===== src/hw/acl_regs.vh =====
// Contract
// - Input select codes 0-3 pick differential pairs 0/1, 0/1, 1/3, 2/3.
// - Input select codes 4-7 measure inputs 0-3 single-ended, negative input grounded.
// - Input is sampled at 250 kHz derived from the internal clock.
// - Gain select sets full scale; codes 5 to 7 all give 0.256 V.
// - Rate select codes 0-6 give 128 to 3300 samples per second.
// - Each conversion yields a 12-bit result examined by the comparator.
// - Traditional mode asserts the alert when a result exceeds the upper limit.
// - Traditional mode releases the alert only when a result falls below lower limit.
// - Window mode asserts the alert when a result is outside either limit.
// - With latch enabled the alert stays asserted after results return inside.
// - Latched alert clears on a won alert-response read or result read.
// - Alert-response arbitration: lowest address wins; only the winner clears.
// - Traditional mode response status bit is one for an upper-limit alert.
// - Window mode status bit is one for upper, zero for lower cause.
// - Alert asserts only after 1, 2 or 4 consecutive qualifying conversions.
// - One queue setting disables the comparator and releases the alert pin.
// - Polarity setting selects active-high or active-low alert level.
// - Alert pin is open-drain: only pulled low or released.
// - Queue code 11 disables; other codes keep the comparator active.
// - Results held as 12-bit two's complement, left-aligned, low four bits zero.
`ifndef ACL_REGS_VH
`define ACL_REGS_VH

// =====================================================
// register byte offsets
`define ACL_OFS_RESULT  8'h00
`define ACL_OFS_CONFIG  8'h04
`define ACL_OFS_LOWER   8'h08
`define ACL_OFS_UPPER   8'h0C
`define ACL_OFS_STATUS  8'h10

// =====================================================
// config fields
`define ACL_CFG_INSEL   2:0
`define ACL_CFG_GAIN    5:3
`define ACL_CFG_RATE    8:6
`define ACL_CFG_WINDOW  9
`define ACL_CFG_POL     10
`define ACL_CFG_LATCH   11
`define ACL_CFG_QUEUE   13:12
`define ACL_QUEUE_OFF   2'h3
`define ACL_GAIN_MAX    3'h5
`define ACL_RATE_MAX    3'h6

// =====================================================
// reset values
`define ACL_RST_CONFIG  16'h3110
`define ACL_RST_LOWER   16'h8000
`define ACL_RST_UPPER   16'h7FF0

// =====================================================
// timing
`define ACL_CLK_HZ      200000000
`define ACL_SAMPLE_HZ   250000
`define ACL_SAMPLE_DIV  (`ACL_CLK_HZ / `ACL_SAMPLE_HZ)
`define ACL_ARA_BITS    4'h8

`endif


===== src/hw/acl_top.v =====
// Implementation choices: the Wishbone register port and the placing of the registers.
`timescale 1ns/1ps
`include "acl_regs.vh"
module acl_top
(
   // clock and reset
   input  wire        ref_clk,
   input  wire        sys_rst,
   // wishbone slave
   input  wire        wb_cyc_i,
   input  wire        wb_stb_i,
   input  wire        wb_we_i,
   input  wire [7:0]  wb_adr_i,
   input  wire [3:0]  wb_sel_i,
   input  wire [31:0] wb_dat_i,
   output reg  [31:0] wb_dat_o,
   output reg         wb_ack_o,
   // converter core
   input  wire        convDone,
   input  wire [11:0] convData,
   output reg         sampleEn,
   output reg  [1:0]  posInSel,
   output reg  [1:0]  negInSel,
   output reg         negGround,
   output reg  [2:0]  fullScaleSel,
   output reg  [2:0]  rateSel,
   // alert-response link
   input  wire [6:0]  devAddr,
   input  wire        araStart,
   input  wire        sclIn,
   input  wire        sdaIn,
   output reg         sdaOut,
   output reg         sdaOe,
   // open-drain alert pin
   output reg         alertOut,
   output reg         alertOe
);

   // =====================================================
   // declarations
   reg  [15:0] config_q;
   reg  [15:0] lower_q;
   reg  [15:0] upper_q;
   reg  [15:0] result_q;
   reg         alert_q;
   reg         statusBit_q;
   reg  [2:0]  qcnt_q;
   reg         cfgChg_q;
   reg         sclDly_q;
   reg         araBusy_q;
   reg         araLost_q;
   reg         araWon_q;
   reg  [3:0]  araBit_q;
   reg  [7:0]  araShift_q;
   wire        sclS;
   wire        sdaS;
   wire        tick;
   wire        wbReq;
   wire        wbWr;
   wire        wbRd;
   wire [15:0] newRes;
   wire        above;
   wire        below;
   wire        winMode;
   wire        latchEn;
   wire [1:0]  queue;
   wire        compOn;
   wire        qual;
   wire [2:0]  qneed;
   wire        qhit;
   wire        setAlert;
   wire        relAlert;
   wire        resRead;
   wire        araClear;
   wire        sclRise;
   wire        sclFall;

   // merge a write into a 16-bit register by byte lanes
   function [15:0] laneMerge;
      input [15:0] old;
      input [15:0] din;
      input [1:0]  sel;
      begin
         laneMerge[7:0]  = sel[0] ? din[7:0]  : old[7:0];
         laneMerge[15:8] = sel[1] ? din[15:8] : old[15:8];
      end
   endfunction

   // =====================================================
   // link inputs and sample clock
   acl_sync2 u_sclSync
   (
      .ref_clk (ref_clk),
      .sys_rst (sys_rst),
      .asyncIn (sclIn),
      .syncOut (sclS)
   );

   acl_sync2 u_sdaSync
   (
      .ref_clk (ref_clk),
      .sys_rst (sys_rst),
      .asyncIn (sdaIn),
      .syncOut (sdaS)
   );

   acl_tick_div #(.DIV(`ACL_SAMPLE_DIV)) u_tick
   (
      .ref_clk (ref_clk),
      .sys_rst (sys_rst),
      .tick    (tick)
   );

   // =====================================================
   // wishbone decode
   assign wbReq   = wb_cyc_i & wb_stb_i & ~wb_ack_o;
   assign wbWr    = wbReq & wb_we_i;
   assign wbRd    = wbReq & ~wb_we_i;
   assign resRead = wbRd & (wb_adr_i == `ACL_OFS_RESULT);

   // ack one cycle after the request, read data with it
   always @(posedge ref_clk)
   begin
      if (sys_rst)
      begin
         wb_ack_o <= 1'b0;
         wb_dat_o <= 32'h00000000;
      end
      else
      begin
         wb_ack_o <= wbReq;
         wb_dat_o <= 32'h00000000;
         if (wbRd)
         begin
            case (wb_adr_i)
               `ACL_OFS_RESULT: wb_dat_o <= {16'h0000, result_q};
               `ACL_OFS_CONFIG: wb_dat_o <= {16'h0000, config_q};
               `ACL_OFS_LOWER:  wb_dat_o <= {16'h0000, lower_q};
               `ACL_OFS_UPPER:  wb_dat_o <= {16'h0000, upper_q};
               `ACL_OFS_STATUS: wb_dat_o <= {28'h0000000, araWon_q, araBusy_q,
                                             statusBit_q, alert_q};
               default:         wb_dat_o <= 32'h00000000;
            endcase
         end
      end
   end

   // writable registers; a change of settings is flagged for the queue
   always @(posedge ref_clk)
   begin
      if (sys_rst)
      begin
         config_q <= `ACL_RST_CONFIG;
         lower_q  <= `ACL_RST_LOWER;
         upper_q  <= `ACL_RST_UPPER;
         cfgChg_q <= 1'b0;
      end
      else
      begin
         cfgChg_q <= 1'b0;
         if (wbWr && wb_adr_i == `ACL_OFS_CONFIG)
         begin
            config_q <= laneMerge(config_q, wb_dat_i[15:0], wb_sel_i[1:0]);
            cfgChg_q <= 1'b1;
         end
         if (wbWr && wb_adr_i == `ACL_OFS_LOWER)
         begin
            lower_q  <= laneMerge(lower_q, wb_dat_i[15:0], wb_sel_i[1:0]) & 16'hFFF0;
            cfgChg_q <= 1'b1;
         end
         if (wbWr && wb_adr_i == `ACL_OFS_UPPER)
         begin
            upper_q  <= laneMerge(upper_q, wb_dat_i[15:0], wb_sel_i[1:0]) & 16'hFFF0;
            cfgChg_q <= 1'b1;
         end
      end
   end

   // =====================================================
   // analog control decode
   always @(posedge ref_clk)
   begin
      if (sys_rst)
      begin
         posInSel     <= 2'h0;
         negInSel     <= 2'h1;
         negGround    <= 1'b0;
         fullScaleSel <= 3'h2;
         rateSel      <= 3'h4;
         sampleEn     <= 1'b0;
      end
      else
      begin
         sampleEn  <= tick;
         negGround <= 1'b0;
         case (config_q[`ACL_CFG_INSEL])
            3'h0, 3'h1:
            begin
               posInSel  <= 2'h0;
               negInSel  <= 2'h1;
            end
            3'h2:
            begin
               posInSel  <= 2'h1;
               negInSel  <= 2'h3;
            end
            3'h3:
            begin
               posInSel  <= 2'h2;
               negInSel  <= 2'h3;
            end
            default:
            begin
               posInSel  <= config_q[1:0];
               negInSel  <= 2'h0;
               negGround <= 1'b1;
            end
         endcase
         if (config_q[`ACL_CFG_GAIN] > `ACL_GAIN_MAX)
            fullScaleSel <= `ACL_GAIN_MAX;
         else
            fullScaleSel <= config_q[`ACL_CFG_GAIN];
         if (config_q[`ACL_CFG_RATE] > `ACL_RATE_MAX)
            rateSel <= `ACL_RATE_MAX;
         else
            rateSel <= config_q[`ACL_CFG_RATE];
      end
   end

   // =====================================================
   // comparator
   assign winMode = config_q[`ACL_CFG_WINDOW];
   assign latchEn = config_q[`ACL_CFG_LATCH];
   assign queue   = config_q[`ACL_CFG_QUEUE];
   assign compOn  = (queue != `ACL_QUEUE_OFF);
   assign newRes  = {convData, 4'h0};
   assign above   = $signed(newRes) > $signed(upper_q);
   assign below   = $signed(newRes) < $signed(lower_q);
   assign qual    = winMode ? (above | below) : above;
   // consecutive count 1, 2 or 4
   assign qneed   = (queue == 2'h0) ? 3'h1 : ((queue == 2'h1) ? 3'h2 : 3'h4);
   assign qhit    = (qcnt_q + 3'h1) >= qneed;
   assign setAlert = compOn & convDone & qual & qhit;
   assign relAlert = convDone & ~latchEn & (winMode ? ~(above | below) : below);
   assign araClear = araBusy_q & sclRise & (araBit_q == `ACL_ARA_BITS - 4'h1)
                     & ~araLost_q & ~(~araShift_q[7] & sdaS) & ~(araShift_q[7] & ~sdaS);

   always @(posedge ref_clk)
   begin
      if (sys_rst)
         qcnt_q <= 3'h0;
      else if (cfgChg_q || !compOn)
         qcnt_q <= 3'h0;
      else if (convDone && !qual)
         qcnt_q <= 3'h0;
      else if (convDone && !qhit)
         qcnt_q <= qcnt_q + 3'h1;
   end

   // result register and alert state; a new set beats any clear
   always @(posedge ref_clk)
   begin
      if (sys_rst)
      begin
         result_q    <= 16'h0000;
         alert_q     <= 1'b0;
         statusBit_q <= 1'b0;
      end
      else
      begin
         if (convDone)
            result_q <= newRes;
         if (!compOn)
            alert_q <= 1'b0;
         else if (setAlert)
         begin
            alert_q <= 1'b1;
            statusBit_q <= above | ~winMode;
         end
         // latched alert clears only on read, response or comparator disable
         else if (latchEn && (resRead || araClear))
            alert_q <= 1'b0;
         else if (relAlert)
            alert_q <= 1'b0;
      end
   end

   // =====================================================
   // alert-response arbitration
   assign sclRise = sclS & ~sclDly_q;
   assign sclFall = ~sclS & sclDly_q;

   // shift address and status out, lose on a low bus when released
   always @(posedge ref_clk)
   begin
      if (sys_rst)
      begin
         sclDly_q   <= 1'b1;
         araBusy_q  <= 1'b0;
         araLost_q  <= 1'b0;
         araWon_q   <= 1'b0;
         araBit_q   <= 4'h0;
         araShift_q <= 8'hFF;
      end
      else
      begin
         sclDly_q <= sclS;
         if (araStart && alert_q && !araBusy_q)
         begin
            araBusy_q  <= 1'b1;
            araLost_q  <= 1'b0;
            araWon_q   <= 1'b0;
            araBit_q   <= 4'h0;
            araShift_q <= {devAddr, statusBit_q};
         end
         else if (araBusy_q && sclRise)
         begin
            if (araShift_q[7] && !sdaS)
               araLost_q <= 1'b1;
            if (araBit_q == `ACL_ARA_BITS - 4'h1)
               araWon_q <= araClear;
            araBit_q <= araBit_q + 4'h1;
         end
         // last bit held until scl falls, so sda never moves while scl is high
         else if (araBusy_q && sclFall && araBit_q != 4'h0)
         begin
            araShift_q <= {araShift_q[6:0], 1'b1};
            araBusy_q  <= (araBit_q != `ACL_ARA_BITS);
         end
      end
   end

   // =====================================================
   // open-drain pins: sda low bits in arbitration, alert pin
   // polarity, release while disabled
   always @(posedge ref_clk)
   begin
      if (sys_rst)
      begin
         sdaOut   <= 1'b0;
         sdaOe    <= 1'b0;
         alertOut <= 1'b0;
         alertOe  <= 1'b0;
      end
      else
      begin
         sdaOut   <= 1'b0;
         sdaOe    <= araBusy_q & ~araLost_q & ~araShift_q[7];
         alertOut <= 1'b0;
         alertOe  <= compOn & (config_q[`ACL_CFG_POL] ? ~alert_q : alert_q);
      end
   end

endmodule


===== src/hw/acl_sync2.v =====
`timescale 1ns/1ps
module acl_sync2
(
   // clock and reset
   input  wire ref_clk,
   input  wire sys_rst,
   // asynchronous level in, synchronous level out
   input  wire asyncIn,
   output wire syncOut
);

   reg meta_q;
   reg sync_q;

   // =====================================================
   // two flip-flop synchroniser, idles high like a bus line
   always @(posedge ref_clk)
   begin
      if (sys_rst)
      begin
         meta_q <= 1'b1;
         sync_q <= 1'b1;
      end
      else
      begin
         meta_q <= asyncIn;
         sync_q <= meta_q;
      end
   end

   assign syncOut = sync_q;

endmodule


===== src/hw/acl_tick_div.v =====
`timescale 1ns/1ps
`include "acl_regs.vh"
module acl_tick_div
#(
   parameter DIV = `ACL_SAMPLE_DIV
)
(
   // clock and reset
   input  wire ref_clk,
   input  wire sys_rst,
   // one-cycle enable at the divided rate
   output reg  tick
);

   reg [15:0] cnt_q;

   // =====================================================
   // free running divider
   always @(posedge ref_clk)
   begin
      if (sys_rst)
      begin
         cnt_q <= 16'h0000;
         tick  <= 1'b0;
      end
      else if (cnt_q == DIV[15:0] - 16'h0001)
      begin
         cnt_q <= 16'h0000;
         tick  <= 1'b1;
      end
      else
      begin
         cnt_q <= cnt_q + 16'h0001;
         tick  <= 1'b0;
      end
   end

endmodule


===== config.mk =====
export PLATFORM = sky130hd
export DESIGN_NAME = acl_top
export DESIGN_NICKNAME = d
export VERILOG_FILES = /design/src/hw/acl_top.v /design/src/hw/acl_sync2.v /design/src/hw/acl_tick_div.v
export VERILOG_INCLUDE_DIRS = /design/src /design/src/hw
export SDC_FILE = /design/constraint.sdc
export NUM_CORES = 1
export LEC_CHECK = 0
export CORE_MARGIN = 4
export CORE_UTILIZATION = 60
export DETAILED_ROUTE_END_ITERATION = 7
export DONT_BUFFER_PORTS = 1
export GPL_ROUTABILITY_DRIVEN = 0
export PLACE_DENSITY = 0.76
export REMOVE_ABC_BUFFERS = 1
export SYNTH_ARGS = -nofsm -noshare
export SYNTH_HDL_FRONTEND = slang
export SYNTH_SLANG_ARGS = --single-unit

===== constraint.sdc =====
create_clock -name ref_clk -period 5.95 [get_ports ref_clk]
set_input_delay 0.595 -clock ref_clk [delete_from_list [all_inputs] [get_ports ref_clk]]
set_output_delay 0.595 -clock ref_clk [all_outputs]
set_load 0.01 [all_outputs]

* Yosys cells after proc, flatten, opt, wreduce, memory -nomap -nowiden *
Cells that the tools add are included.
Widths: inputs -> output; s select.

word-level totals
  input bits = 72
  bits in registers = 142
  logic and storage cells = 162

cells by class
  mux-type cells = 24
  bitwise operators = 39
  order comparisons = 5
  $add $sub $neg = 3
  eq/ne operators = 13
  reduce and logical (&&, ||, !) cells = 44

operator list
  cell                   count
  $pmux 16 s5            1
  $mux 8                 3
  $and 1x1->1            22
  $reduce_and 2->1       10
  $add 16x1->16 const B  1
  $eq 16x10->1 const B   1
  $eq 8x4->1 const B     2
  $gt 16x16->1           1
  $lt 16x16->1           1
  $not 1->1              15
  $mux 1                 14
  $reduce_or 2->1        7
  $logic_and 1x1->1      12
  $mux 3                 3
  $eq 8x3->1 const B     1
  $eq 8x5->1 const B     1
  $logic_not 8->1        1
  $eq 3x2->1 const B     2
  $gt 3x3->1 const B     2
  $pmux 2 s3             1
  $logic_not 1->1        5
  $add 4x1->4 const B    1
  $eq 4x3->1 const B     1
  $ne 2x2->1 const B     2
  other kinds (16)       18

* Logic depth before layout (Yosys ltp) *
Gate-level depths: netlist of run 1.

  depth in word-level cells = 11
  gate-level depth with buffers = 9

* Cells and area by module *
A second synthesis of run 1 with hierarchy kept.

unflattened totals
  cells, all modules = 655
  area total of the unflattened synthesis = 5939.4 µm²

by module, submodules not included
  module        area each (µm²)  times used  seq. area each (µm²)  cells each
  acl_top       5036.1           1           2102.0                564
  acl_tick_div  798.3            1           340.3                 83
  acl_sync2     52.6             2           40.0                  4

* Worst setup path after synthesis of run 1 *
OpenSTA, ideal clock, no wires.

  path kind = input to register
  start = input wb_adr_i[7]
  end = register upper_q[10]
  arrival = 2.217 ns
  cell stages on the path = 7
  setup time = 0.120 ns
  path slack = 3.613 ns
  path through = or3_4 > nor4_4 > nand2_2 > or3_1 > buf_6 > buf_8 > a211o_1

between the ends
  longest elaborated chain between the ends = 3

RTL lines
  element                      line           source
  from (decl)                  acl_top.v:13   input wire [7:0] wb_adr_i,
  $eq 8x4->1                   --
  $logic_and 1x1->1 (no line)  --
  $reduce_and 2->1 (no line)   --
  to (signal assigned)         acl_top.v:155  upper_q <= `ACL_RST_UPPER;
  to (signal assigned)         acl_top.v:173  upper_q <= laneMerge(upper_q, wb_dat_i[15:0], wb_sel_i[1:0]) & 16'hFFF0;
  to (decl)                    acl_top.v:43   reg [15:0] upper_q;

Every way passes these cells.
A chain may end at the register's enable or synchronous reset.

* Final worst setup path of run 1 *
  start = register lower_q[5]
  end = register qcnt_q[1]

between the ends
  longest elaborated chain between the ends = 6

RTL lines
  element                    line           source
  from (decl)                acl_top.v:42   reg [15:0] lower_q;
  from (signal assigned)     acl_top.v:154  lower_q <= `ACL_RST_LOWER;
  from (signal assigned)     acl_top.v:168  lower_q <= laneMerge(lower_q, wb_dat_i[15:0], wb_sel_i[1:0]) & 16'hFFF0;
  $lt 16x16->1               acl_top.v:238  assign below = $signed(newRes) < $signed(lower_q);
  $or 1x1->1                 acl_top.v:239  assign qual = winMode ? (above | below) : above;
  $mux 1                     acl_top.v:239
  $logic_not 1->1            acl_top.v:254  else if (convDone && !qual)
  $logic_and 1x1->1          acl_top.v:254
  $reduce_or 3->1 (no line)  --
  to (signal assigned)       acl_top.v:257  qcnt_q <= qcnt_q + 3'h1;
  to (decl)                  acl_top.v:47   reg [2:0] qcnt_q;

Every way passes these cells.

==> run metrics, run 1 <==
Static Leak=2.58 nW; P_int=1.50 mW; R2R cell count=7; H-tree depth=4; Routed Antenna Nets=0; Std-Cell Rows=35; TNS Setup=0 ps; CP startpoint kind=flop; Post-CTS Setup Bufs=0; Sequential Power Share=45.0%; NetSw=0.406 mW; Crit Reg-Reg Endpoint=qcnt_q[1]$_SDFFE_PP0P_; # setup viols final=0; # diodes=0; area of the multi-input gates=0.00291 mm^2; WL/cell=16.5 um; Hold EP=config_q[6]$_SDFFE_PP0P_; Synth top area share=43.3%; Synth cell types=60; Mapped Cells=651; switching power share of the total=21.3%; worst hold stages=1; clock share of power=51.8%; drc violations=0; max-slew violations=0; dpl cell area=0.00580 mm^2; synth top area cells=dfxtp_1, nor2_1, ha_1; initial cell density of the core=62.4%; crit-path cells=inv_1 -> ha_1 -> a2111oi_0 -> o21ai_0 -> a311oi_1 -> a21oi_1 -> a31o_2; Buf/Inv on CP=1; Top-Level Pins=121; post-cts sizing count=0; Final nets=747; TritonCTS Buffers=17; drt total wl=13000 um; Slew @ Worst Pin=1170 ps; Worst Path Required=6360 ps; Clock Tree Buf Depth=2; total gr overflow=0; Reg area=0.00252 mm^2; RSZ-0062 raised after global routing=false; Post-synth EDFFs=0; worst rel slew slack=21.9%; Reg2Reg Launch Point=lower_q[5]$_SDFFE_PP0P_; initial antenna violation count=0; min Tclk post-route=2540 ps; GRT Resource Usage Total=23.7%; endpoint type of the worst setup path=flop; via count=4521; total number of yosys warnings=0; VDD IR max=162 uV; Crit Path Category=flop to flop; CP max stage delay=730 ps; vias in the first global route=4313; Final Hold Viols=0; Hold Crit Class=input pin to flop; Finished Cell Area=0.00637 mm^2; CTS tree=built; FILL cells=734; status=completed; Avg Vias per Cell=5.74; layout cell share with drive strength beyond 1=9.27%; DRT Pass-1 Iters=8; DIE WIDTH=106 um; Synth area leader=dfxtp_1; port buffer count=0; 1st-iter DRT viols=325; Slowest-stage cell, CP=a311oi_1; post-DP HPWL=8930 um; syn avg cell area=8.94 um^2; FFs w/ async S/R, synth=0%; Core Region=0.00933 mm^2; Clock Tree Root=clkbuf_8; R2R Setup Slk=3410 ps; Clk Latency, worst-skew pair=520 ps; Hold Slack=161 ps; Setup Skew=5.43 ps; Hold Startpoint=sys_rst; Worst-path clk slew=60 ps; CP Max Fanout=4; Comb power frac=3.1%; area grow syn2layout=9.50%; total power=1.90 mW; Primary FF master, synth=dfxtp_1; total die area=0.0113 mm^2; Mapped Area=0.00582 mm^2; first-pass GRT wire length=21200 um; chip height=106 um; crit path DAT=2950 ps; largest delay contributor family on the critical path=compound AO/OA/AOI/OAI gates; Post-CTS Hold Buffers=0; share of the yosys chip area belonging to registers=43.3%; maxcap violations=0; Tcrit/Tclk final=42.6%; Synth Register Bits=126; pwr dens=299 mW/mm^2; largest net degree at the start of global routing=86; Fmax=394 MHz; clock sinks=126
[final cells by class]
cell class,instances,area share [%]
well taps,129,2.53
multi-input cells,446,45.7
clock inverters,9,1.75
flip-flops and latches,126,39.6
clock buffers,23,7.17
inverters,52,3.06
repair buffers,2,0.236
[layout by cell type, fill, tap and decap left out, types with 14 or more instances in the layout]
cell type / count
conb_1: 18
clkbuf_16: 16
nand3_1: 20
a211o_1: 16
inv_1: 52
a21oi_1: 19
nand2_1: 40
o21ai_0: 14
ha_1: 30
dfxtp_1: 126
mux2i_1: 37
nand2b_1: 14
nor2_1: 113
[per-layer routing]
layer / up-vias / track usage [%] / wire, um
met3: 25 / 7.10 / 1130
met2: 204 / 38.6 / 6020
met5: - / 0 / 0
met1: 2122 / 29.9 / 5590
li1: 2170 / - / -
met4: 0 / 8.49 / 240
[worst max path at each step]
| stage | start | endpoint | cells past startpoint |
|---|---|---|---|
| global route | lower_q[7]$_SDFFE_PP0P_ | qcnt_q[0]$_SDFFE_PP0P_ | 9 |
| finish | lower_q[5]$_SDFFE_PP0P_ | qcnt_q[1]$_SDFFE_PP0P_ | 7 |
| detailed placement | wb_adr_i[7] | config_q[8]$_SDFFE_PP1P_ | 6 |
| global placement | wb_adr_i[7] | config_q[12]$_SDFFE_PP1P_ | 6 |
| floorplan | wb_adr_i[7] | config_q[12]$_SDFFE_PP1P_ | 6 |
| CTS | lower_q[5]$_SDFFE_PP0P_ | qcnt_q[1]$_SDFFE_PP0P_ | 7 |
[sequential cells by signal, summed over array words and instances, names as in the netlist, 2 cells and up]
| register | cells |
|---|---|
| config_q | 16 |
| u_tick.cnt_q | 16 |
| wb_dat_o | 16 |
| lower_q | 12 |
| result_q | 12 |
| upper_q | 12 |
| araShift_q | 8 |
| araBit_q | 4 |
| fullScaleSel | 3 |
| qcnt_q | 3 |
| rateSel | 3 |
| negInSel | 2 |
| posInSel | 2 |
[power by group through the flow]
| stage | clock [mW] | combinational, mW | sequential (mW) |
|---|---|---|---|
| global route | 1.04 | 0.0676 | 0.858 |
| global placement | 0 | 0.0565 | 0.875 |
| CTS | 0.992 | 0.0594 | 0.858 |
| detailed placement | 0 | 0.0586 | 0.876 |
| floorplan | 0 | 0.0481 | 0.874 |
| finish | 0.986 | 0.0599 | 0.858 |
[per-stage QoR]
| step | cells | setup WS, ps | util (%) |
|---|---|---|---|
| after CTS | 787 | 3410 | 68.3 |
| after global placement | 755 | 3050 | 62.2 |
| after detailed placement | 755 | 3040 | 62.2 |
| after floorplan | 624 | 3510 | - |
| after global routing | 787 | 3170 | 68.3 |
| final | 787 | 3410 | 68.3 |
[Yosys cell counts, drive strengths merged (2+ instances only)]
cell    instances
a211o          16
nand3          20
and3            3
a21o            3
and4            5
nand2          41
buf            25
nor4            3
nor2b           8
inv            52
nand4           6
a211oi          3
or3             3
a31o            3
mux2            9
o22ai           2
or2             9
nor3            5
nand2b         14
a222oi         11
nor2          115
a22oi           4
o211ai          3
mux2i          37
a311oi          2
clkbuf         19
xor2           12
dfxtp         126
xnor2           8
a21oi          19
nand4b          5
ha             30
o21ai          14
[kinds of logic after synthesis]
family                     after synthesis  share of synthesized area (%)
AOI/OAI and AO/OA                       89                           11.0
xor gates and xnor gates                20                           3.01
adders and majority gates               30                           6.45
buffers and inverters                   96                           7.74
DFF                                    126                           43.3
muxes                                   47                           8.49
other                                    1                         0.0644
and+or+nand+nor                        242                           19.9
No activity file was read; power rests on OpenSTA's default activity.
==> run 2, diff against run 1 <==
- CORE_UTILIZATION: 60 -> 57
- PLACE_DENSITY: 0.76 -> 0.75
- clock period: 5.95 -> 2 ns (I/O delays scaled with it)
==> run 2 against run 1 <==
  * The flow now finishes with violations (negative setup slack)
  * Maximum frequency increased by 23%
  * Critical path depth rose by 3
  * Global-route usage grew 3.7 points
  * Clock-buffer cell count down 6
  * Register-to-register slack got worse by 3500 ps
  * First-iteration DRC count grew 11%
  * Via count increased by 11%
  * Final cell count is 11% higher
  * Die area rose by 4.9%
  * Combinational power grew to 6.1 times the previous value
  * Design area rose by 15%
  * Worst setup slack worse by 3500 ps
  * Largest cell class unchanged
  * Highest routed layer unchanged
==> run metrics, run 2 (synthesis gave the netlist of run 1 again) <==
Routed Antenna Nets=0 (unchanged); via count=5017 (+11%); worst rel slew slack=51.8% (+30 points); maxcap violations=0 (unchanged); area grow syn2layout=26.3%; initial antenna violation count=0 (unchanged); Top-Level Pins=121 (unchanged); drc violations=0 (unchanged); # diodes=0 (unchanged); largest net degree at the start of global routing=85 (-1.2%); layout cell share with drive strength beyond 1=16.4% (+7.1 points); R2R cell count=10 (+3); total gr overflow=0 (unchanged); CTS tree=built; clock sinks=126 (unchanged); Clk Latency, worst-skew pair=530 ps (about the same); Clock Tree Root=clkbuf_8; pwr dens=827 mW/mm^2 (+180%); CP startpoint kind=flop; DIE WIDTH=109 um (+2.4%); GRT Resource Usage Total=27.4% (+3.7 points); final worst slack=-66.3 ps (-3480 ps); endpoint type of the worst setup path=flop; total die area=0.0119 mm^2 (+4.9%); 1st-iter DRT viols=362 (+11%); Clock Tree Buf Depth=2 (unchanged); failing checks=negative setup slack; Avg Vias per Cell=5.75 (about the same); CP Max Fanout=4 (unchanged); dpl cells=782 (+3.6%); FILL cells=652 (-11%); port buffer count=0 (unchanged); post-DP HPWL=9310 um (+4.3%); Final Hold Viols=0 (unchanged); setup slack at placement=-188 ps (-3230 ps); Crit Path Category=flop to flop; largest registers=config_q x16, u_tick.cnt_q x16, wb_dat_o x16; final core utilization=74.5% (+6.2 points); Std-Cell Rows=36 (+2.9%); drt total wl=15600 um (+20%); vias in the first global route=5163 (+20%); WL/cell=17.9 um (+8.4%); Fmax=484 MHz (+23%); RSZ-0062 raised after global routing=true; TritonCTS Buffers=17 (unchanged); most frequent cells in the layout=dfxtp_1, nor2_1, dlygate4sd3_1; status=finished with violations; Static Leak=2.99 nW (+16%); # setup viols final=4 (+4); max-slew violations=0 (unchanged); DRT Pass-1 Iters=5 (-3); Slew @ Worst Pin=721 ps (-445 ps); worst hold stages=3 (+2); initial cell density of the core=59.0% (-3.4 points); min Tclk post-route=2070 ps (-470 ps); Finished Layout Cells=873 (+11%); Tcrit/Tclk final=103% (+61 points); most common cell after layout, fill and taps aside=dfxtp_1; Finished Cell Area=0.00735 mm^2 (+15%); first-pass GRT wire length=25000 um (+18%); Worst-path clk slew=60 ps (about the same); crit path DAT=2490 ps (-460 ps); Final nets=829 (+11%); Setup Skew=5.35 ps (-0.0785 ps); Worst Path Required=2420 ps (-3940 ps); chip height=109 um (+2.4%); dpl cell area=0.00599 mm^2 (+3.3%); TNS Setup=-211 ps (-211 ps); Hold Crit Class=input pin to flop; H-tree depth=4 (unchanged); VDD IR max=700 uV (+330%); Core Region=0.00986 mm^2 (+5.8%)
run 2: through the flow:
step / total power [mW] / hold WS [ps]
global route: 6.28 / 26.9
CTS: 6.08 / 0.760
global placement: 2.78 / 290
floorplan: 2.74 / 267
detailed placement: 2.79 / 283
finish: 6.08 / 24.7
run 2: worst paths after layout:
kind / startpoint / slack, ps / end
worst max-delay path: upper_q[9]$_SDFFE_PP1P_ / -70 / qcnt_q[1]$_SDFFE_PP0P_
worst min-delay path: wb_adr_i[3] / 20 / wb_dat_o[0]$_SDFF_PP0_
worst max register to register: upper_q[9]$_SDFFE_PP1P_ / -70 / qcnt_q[1]$_SDFFE_PP0P_
worst min register to register: u_sdaSync.meta_q$_SDFF_PP1_ / 420 / u_sdaSync.syncOut$_SDFF_PP1_
run 2: layer usage:
| metal | GRT usage (%) | wire, um | vias up |
|---|---|---|---|
| met5 | 0 | 0 | - |
| met2 | 45.9 | 7680 | 230 |
| li1 | - | - | 2345 |
| met3 | 8.82 | 1280 | 46 |
| met1 | 31.1 | 6180 | 2396 |
| met4 | 14.2 | 475 | 0 |
run 2: area by class of cell:
cell class,instances,area (um^2),share of cell area (%)
multi-input cells,446,3040,41.4
flip-flops and latches,126,2530,34.5
repair buffers,84,806,11.0
clock buffers,17,414,5.63
inverters,52,195,2.66
clock inverters,15,194,2.64
well taps,133,166,2.26
run 2: what timing repair did:
| action | 4_1_cts | 5_1_grt |
|---|---|---|
| pin swaps | 3 | 8 |
| setup endpoints to repair | 5 | 14 |
| hold endpoints to repair | 103 | 0 |
| hold buffers | 58 | 0 |
| gates cloned | 0 | 0 |
| buffers inserted | 1 | 0 |
| gates resized for setup | 14 | 21 |
run 2: power breakdown:
group	switching [mW]	internal (mW)	total, mW
Sequential	0.0165	2.54	2.55
Combinational	0.181	0.185	0.366
Clock	1.14	2.02	3.16
Total	1.34	4.74	6.08
run 2: critical path: stages, from the launching register on:
cell	delay (ps)
dfxtp_1	370
inv_1	60
ha_1	280
a21oi_1	150
o21ai_0	100
a21oi_1	200
a21oi_2	100
a311oi_1	260
buf_4	190
a21oi_1	50
a31o_2	210
==> run 3, diff against run 2 <==
- SLEW_MARGIN: default -> 30
- clock period: 2 -> 1.8 ns (I/O delays scaled with it)
==> run 3 against run 2 <==
  * Largest cell class unchanged
  * Clock power increased by 5%
  * The flow still finishes with violations (negative setup slack)
  * Die area unchanged
  * Highest routed layer unchanged
  * Sequential share of layout area decreased by 1.6 points
==> run metrics, run 3 (synthesis gave the netlist of run 1 again) <==
RSZ-0062 raised after global routing=true; GRT Resource Usage Total=28.3% (+0.85 points); total die area=0.0119 mm^2 (unchanged); Final nets=861 (+3.9%); pwr dens=857 mW/mm^2 (+3.6%); crit path DAT=2610 ps (+120 ps); Fmax=456 MHz (-5.8%); switching power share of the total=23.0% (+0.93 points); via count=5280 (+5.2%); Sequential Power Share=43.0% (+1.0 points); initial antenna violation count=0 (unchanged); Worst-path clk slew=60 ps (about the same); Top-Level Pins=121 (unchanged); 1st-iter DRT viols=456 (+26%); CP startpoint kind=flop; Crit Path Category=flop to flop; area grow syn2layout=32.4%; Setup Skew=5.05 ps (-0.306 ps); DRT Pass-1 Iters=5 (unchanged); most frequent cells in the layout=dfxtp_1, nor2_1, dlygate4sd3_1; Static Leak=3.15 nW (+5.3%); Reg area=0.00253 mm^2 (unchanged); DIE WIDTH=109 um (unchanged); clock sinks=126 (unchanged); final worst slack=-394 ps (-328 ps); post-DP HPWL=9570 um (+2.7%); chip height=109 um (unchanged); Tcrit/Tclk final=122% (+19 points); Slew @ Worst Pin=763 ps (+41.7 ps); total gr overflow=0 (unchanged); Finished Cell Area=0.00770 mm^2 (+4.8%); Routed Antenna Nets=0 (unchanged); status=finished with violations; Comb power frac=6.5% (+0.5 points); Clock Tree Buf Depth=2 (unchanged); failing checks=negative setup slack; Clk Latency, worst-skew pair=530 ps (about the same); FILL cells=565 (-13%); largest net degree at the start of global routing=85 (unchanged); Final Hold Viols=0 (unchanged); worst rel slew slack=49.0% (-2.8 points); dpl cell area=0.00622 mm^2 (+3.7%); largest registers=config_q x16, u_tick.cnt_q x16, wb_dat_o x16; # diodes=0 (unchanged); H-tree depth=4 (unchanged); Std-Cell Rows=36 (unchanged); maxcap violations=0 (unchanged); Avg Vias per Cell=5.83 (+1.5%); Core Region=0.00986 mm^2 (unchanged); max-slew violations=0 (unchanged); first-pass GRT wire length=26000 um (+4.1%); Clock Tree Root=clkbuf_8; vias in the first global route=5424 (+5.1%); area of the multi-input gates=0.00317 mm^2 (+4.2%); WL/cell=19.2 um (+7.3%); Worst Path Required=2220 ps (-200 ps); initial cell density of the core=59.0% (unchanged); CTS tree=built; drt total wl=17400 um (+11%); VDD IR max=558 uV (-20%); most common cell after layout, fill and taps aside=dfxtp_1; P_int=5.08 mW (+7.3%); setup slack at placement=-380 ps (-192 ps); endpoint type of the worst setup path=flop; clock share of power=50.5% (-1.5 points); layout cell share with drive strength beyond 1=22.0% (+5.7 points); min Tclk post-route=2190 ps (+128 ps); # setup viols final=5 (+1); CP Max Fanout=4 (unchanged); Hold Crit Class=input pin to flop; NetSw=1.51 mW (+13%); drc violations=0 (unchanged); TritonCTS Buffers=17 (unchanged); port buffer count=0 (unchanged)
run 3: cell count changes in the layout (fill, tap and decap cells not counted), sizes merged:
cell	previous run	this run
clkinv	6	7
buf	27	59
bufinv	4	2
inv	54	53
clkbuf	17	20
clkinvlp	3	2
run 3: power by group through the flow:
stage	Combinational (mW)	Clock [mW]	Sequential, mW
4_1_cts	0.387	3.34	2.83
6_report	0.430	3.33	2.84
2_1_floorplan	0.159	0	2.89
3_5_place_dp	0.206	0	2.89
5_1_grt	0.461	3.51	2.84
3_3_place_gp	0.198	0	2.89
run 3: per-stage QoR:
step | power (mW) | hold WS (ps) | util (%) | instances | setup TNS, ps
after detailed placement | 3.10 | 271 | 63.0 | 810 | -2790
after global routing | 6.81 | 4.36 | 78.1 | 905 | -1940
after global placement | 3.09 | 270 | 63.0 | 810 | -1820
final | 6.60 | 3.96 | 78.1 | 905 | -1530
after floorplan | 3.05 | 247 | - | 624 | -4790
after CTS | 6.56 | 2.71 | 76.2 | 903 | -760
run 3: final timing paths:
kind                                from                      endpoint  slack (ps)  depth (start not counted)
min                              sys_rst    fullScaleSel[2]$_SDFF_PP0_           4                          2
min reg2reg  u_sdaSync.meta_q$_SDFF_PP1_  u_sdaSync.syncOut$_SDFF_PP1_         400                          1
max              upper_q[5]$_SDFFE_PP1P_        qcnt_q[1]$_SDFFE_PP0P_        -390                         10
max reg2reg      upper_q[5]$_SDFFE_PP1P_        qcnt_q[1]$_SDFFE_PP0P_        -390                         10
run 3: area by class of cell:
cell class	count	area share, %
Clock buffer	20	5.78
Tap cell	133	2.16
Inverter	52	2.53
Timing Repair Buffer	116	13.7
Sequential cell	126	32.9
Multi-Input combinational cell	446	41.1
Clock inverter	12	1.79
run 3: worst max-delay path, cell delays in order (launching register included):
cell and delay (ps):
dfxtp_2 350, inv_1 50, ha_1 310, nor2b_1 160
o211ai_1 240, a21o_1 200, a21oi_2 90, a311oi_2 240
buf_4 190, a21oi_2 40, a31o_2 210
run 3: per-layer routing:
| metal | vias up | part of all wire [%] | GRT usage, % |
|---|---|---|---|
| li1 | 2404 | - | - |
| met1 | 2526 | 38 | 32.8 |
| met2 | 273 | 50 | 49.0 |
| met3 | 77 | 7.8 | 7.16 |
| met4 | 0 | 4.3 | 12.3 |
| met5 | - | 0 | 0 |
run 3: repair_timing:
item / in CTS / in global routing
gates cloned: 0 / 1
pin swaps: 10 / 14
hold buffers: 58 / 0
endpoints found under the setup margin: 5 / 43
buffers inserted: 3 / 1
hold endpoints to repair: 107 / 0
resized for setup: 21 / 39
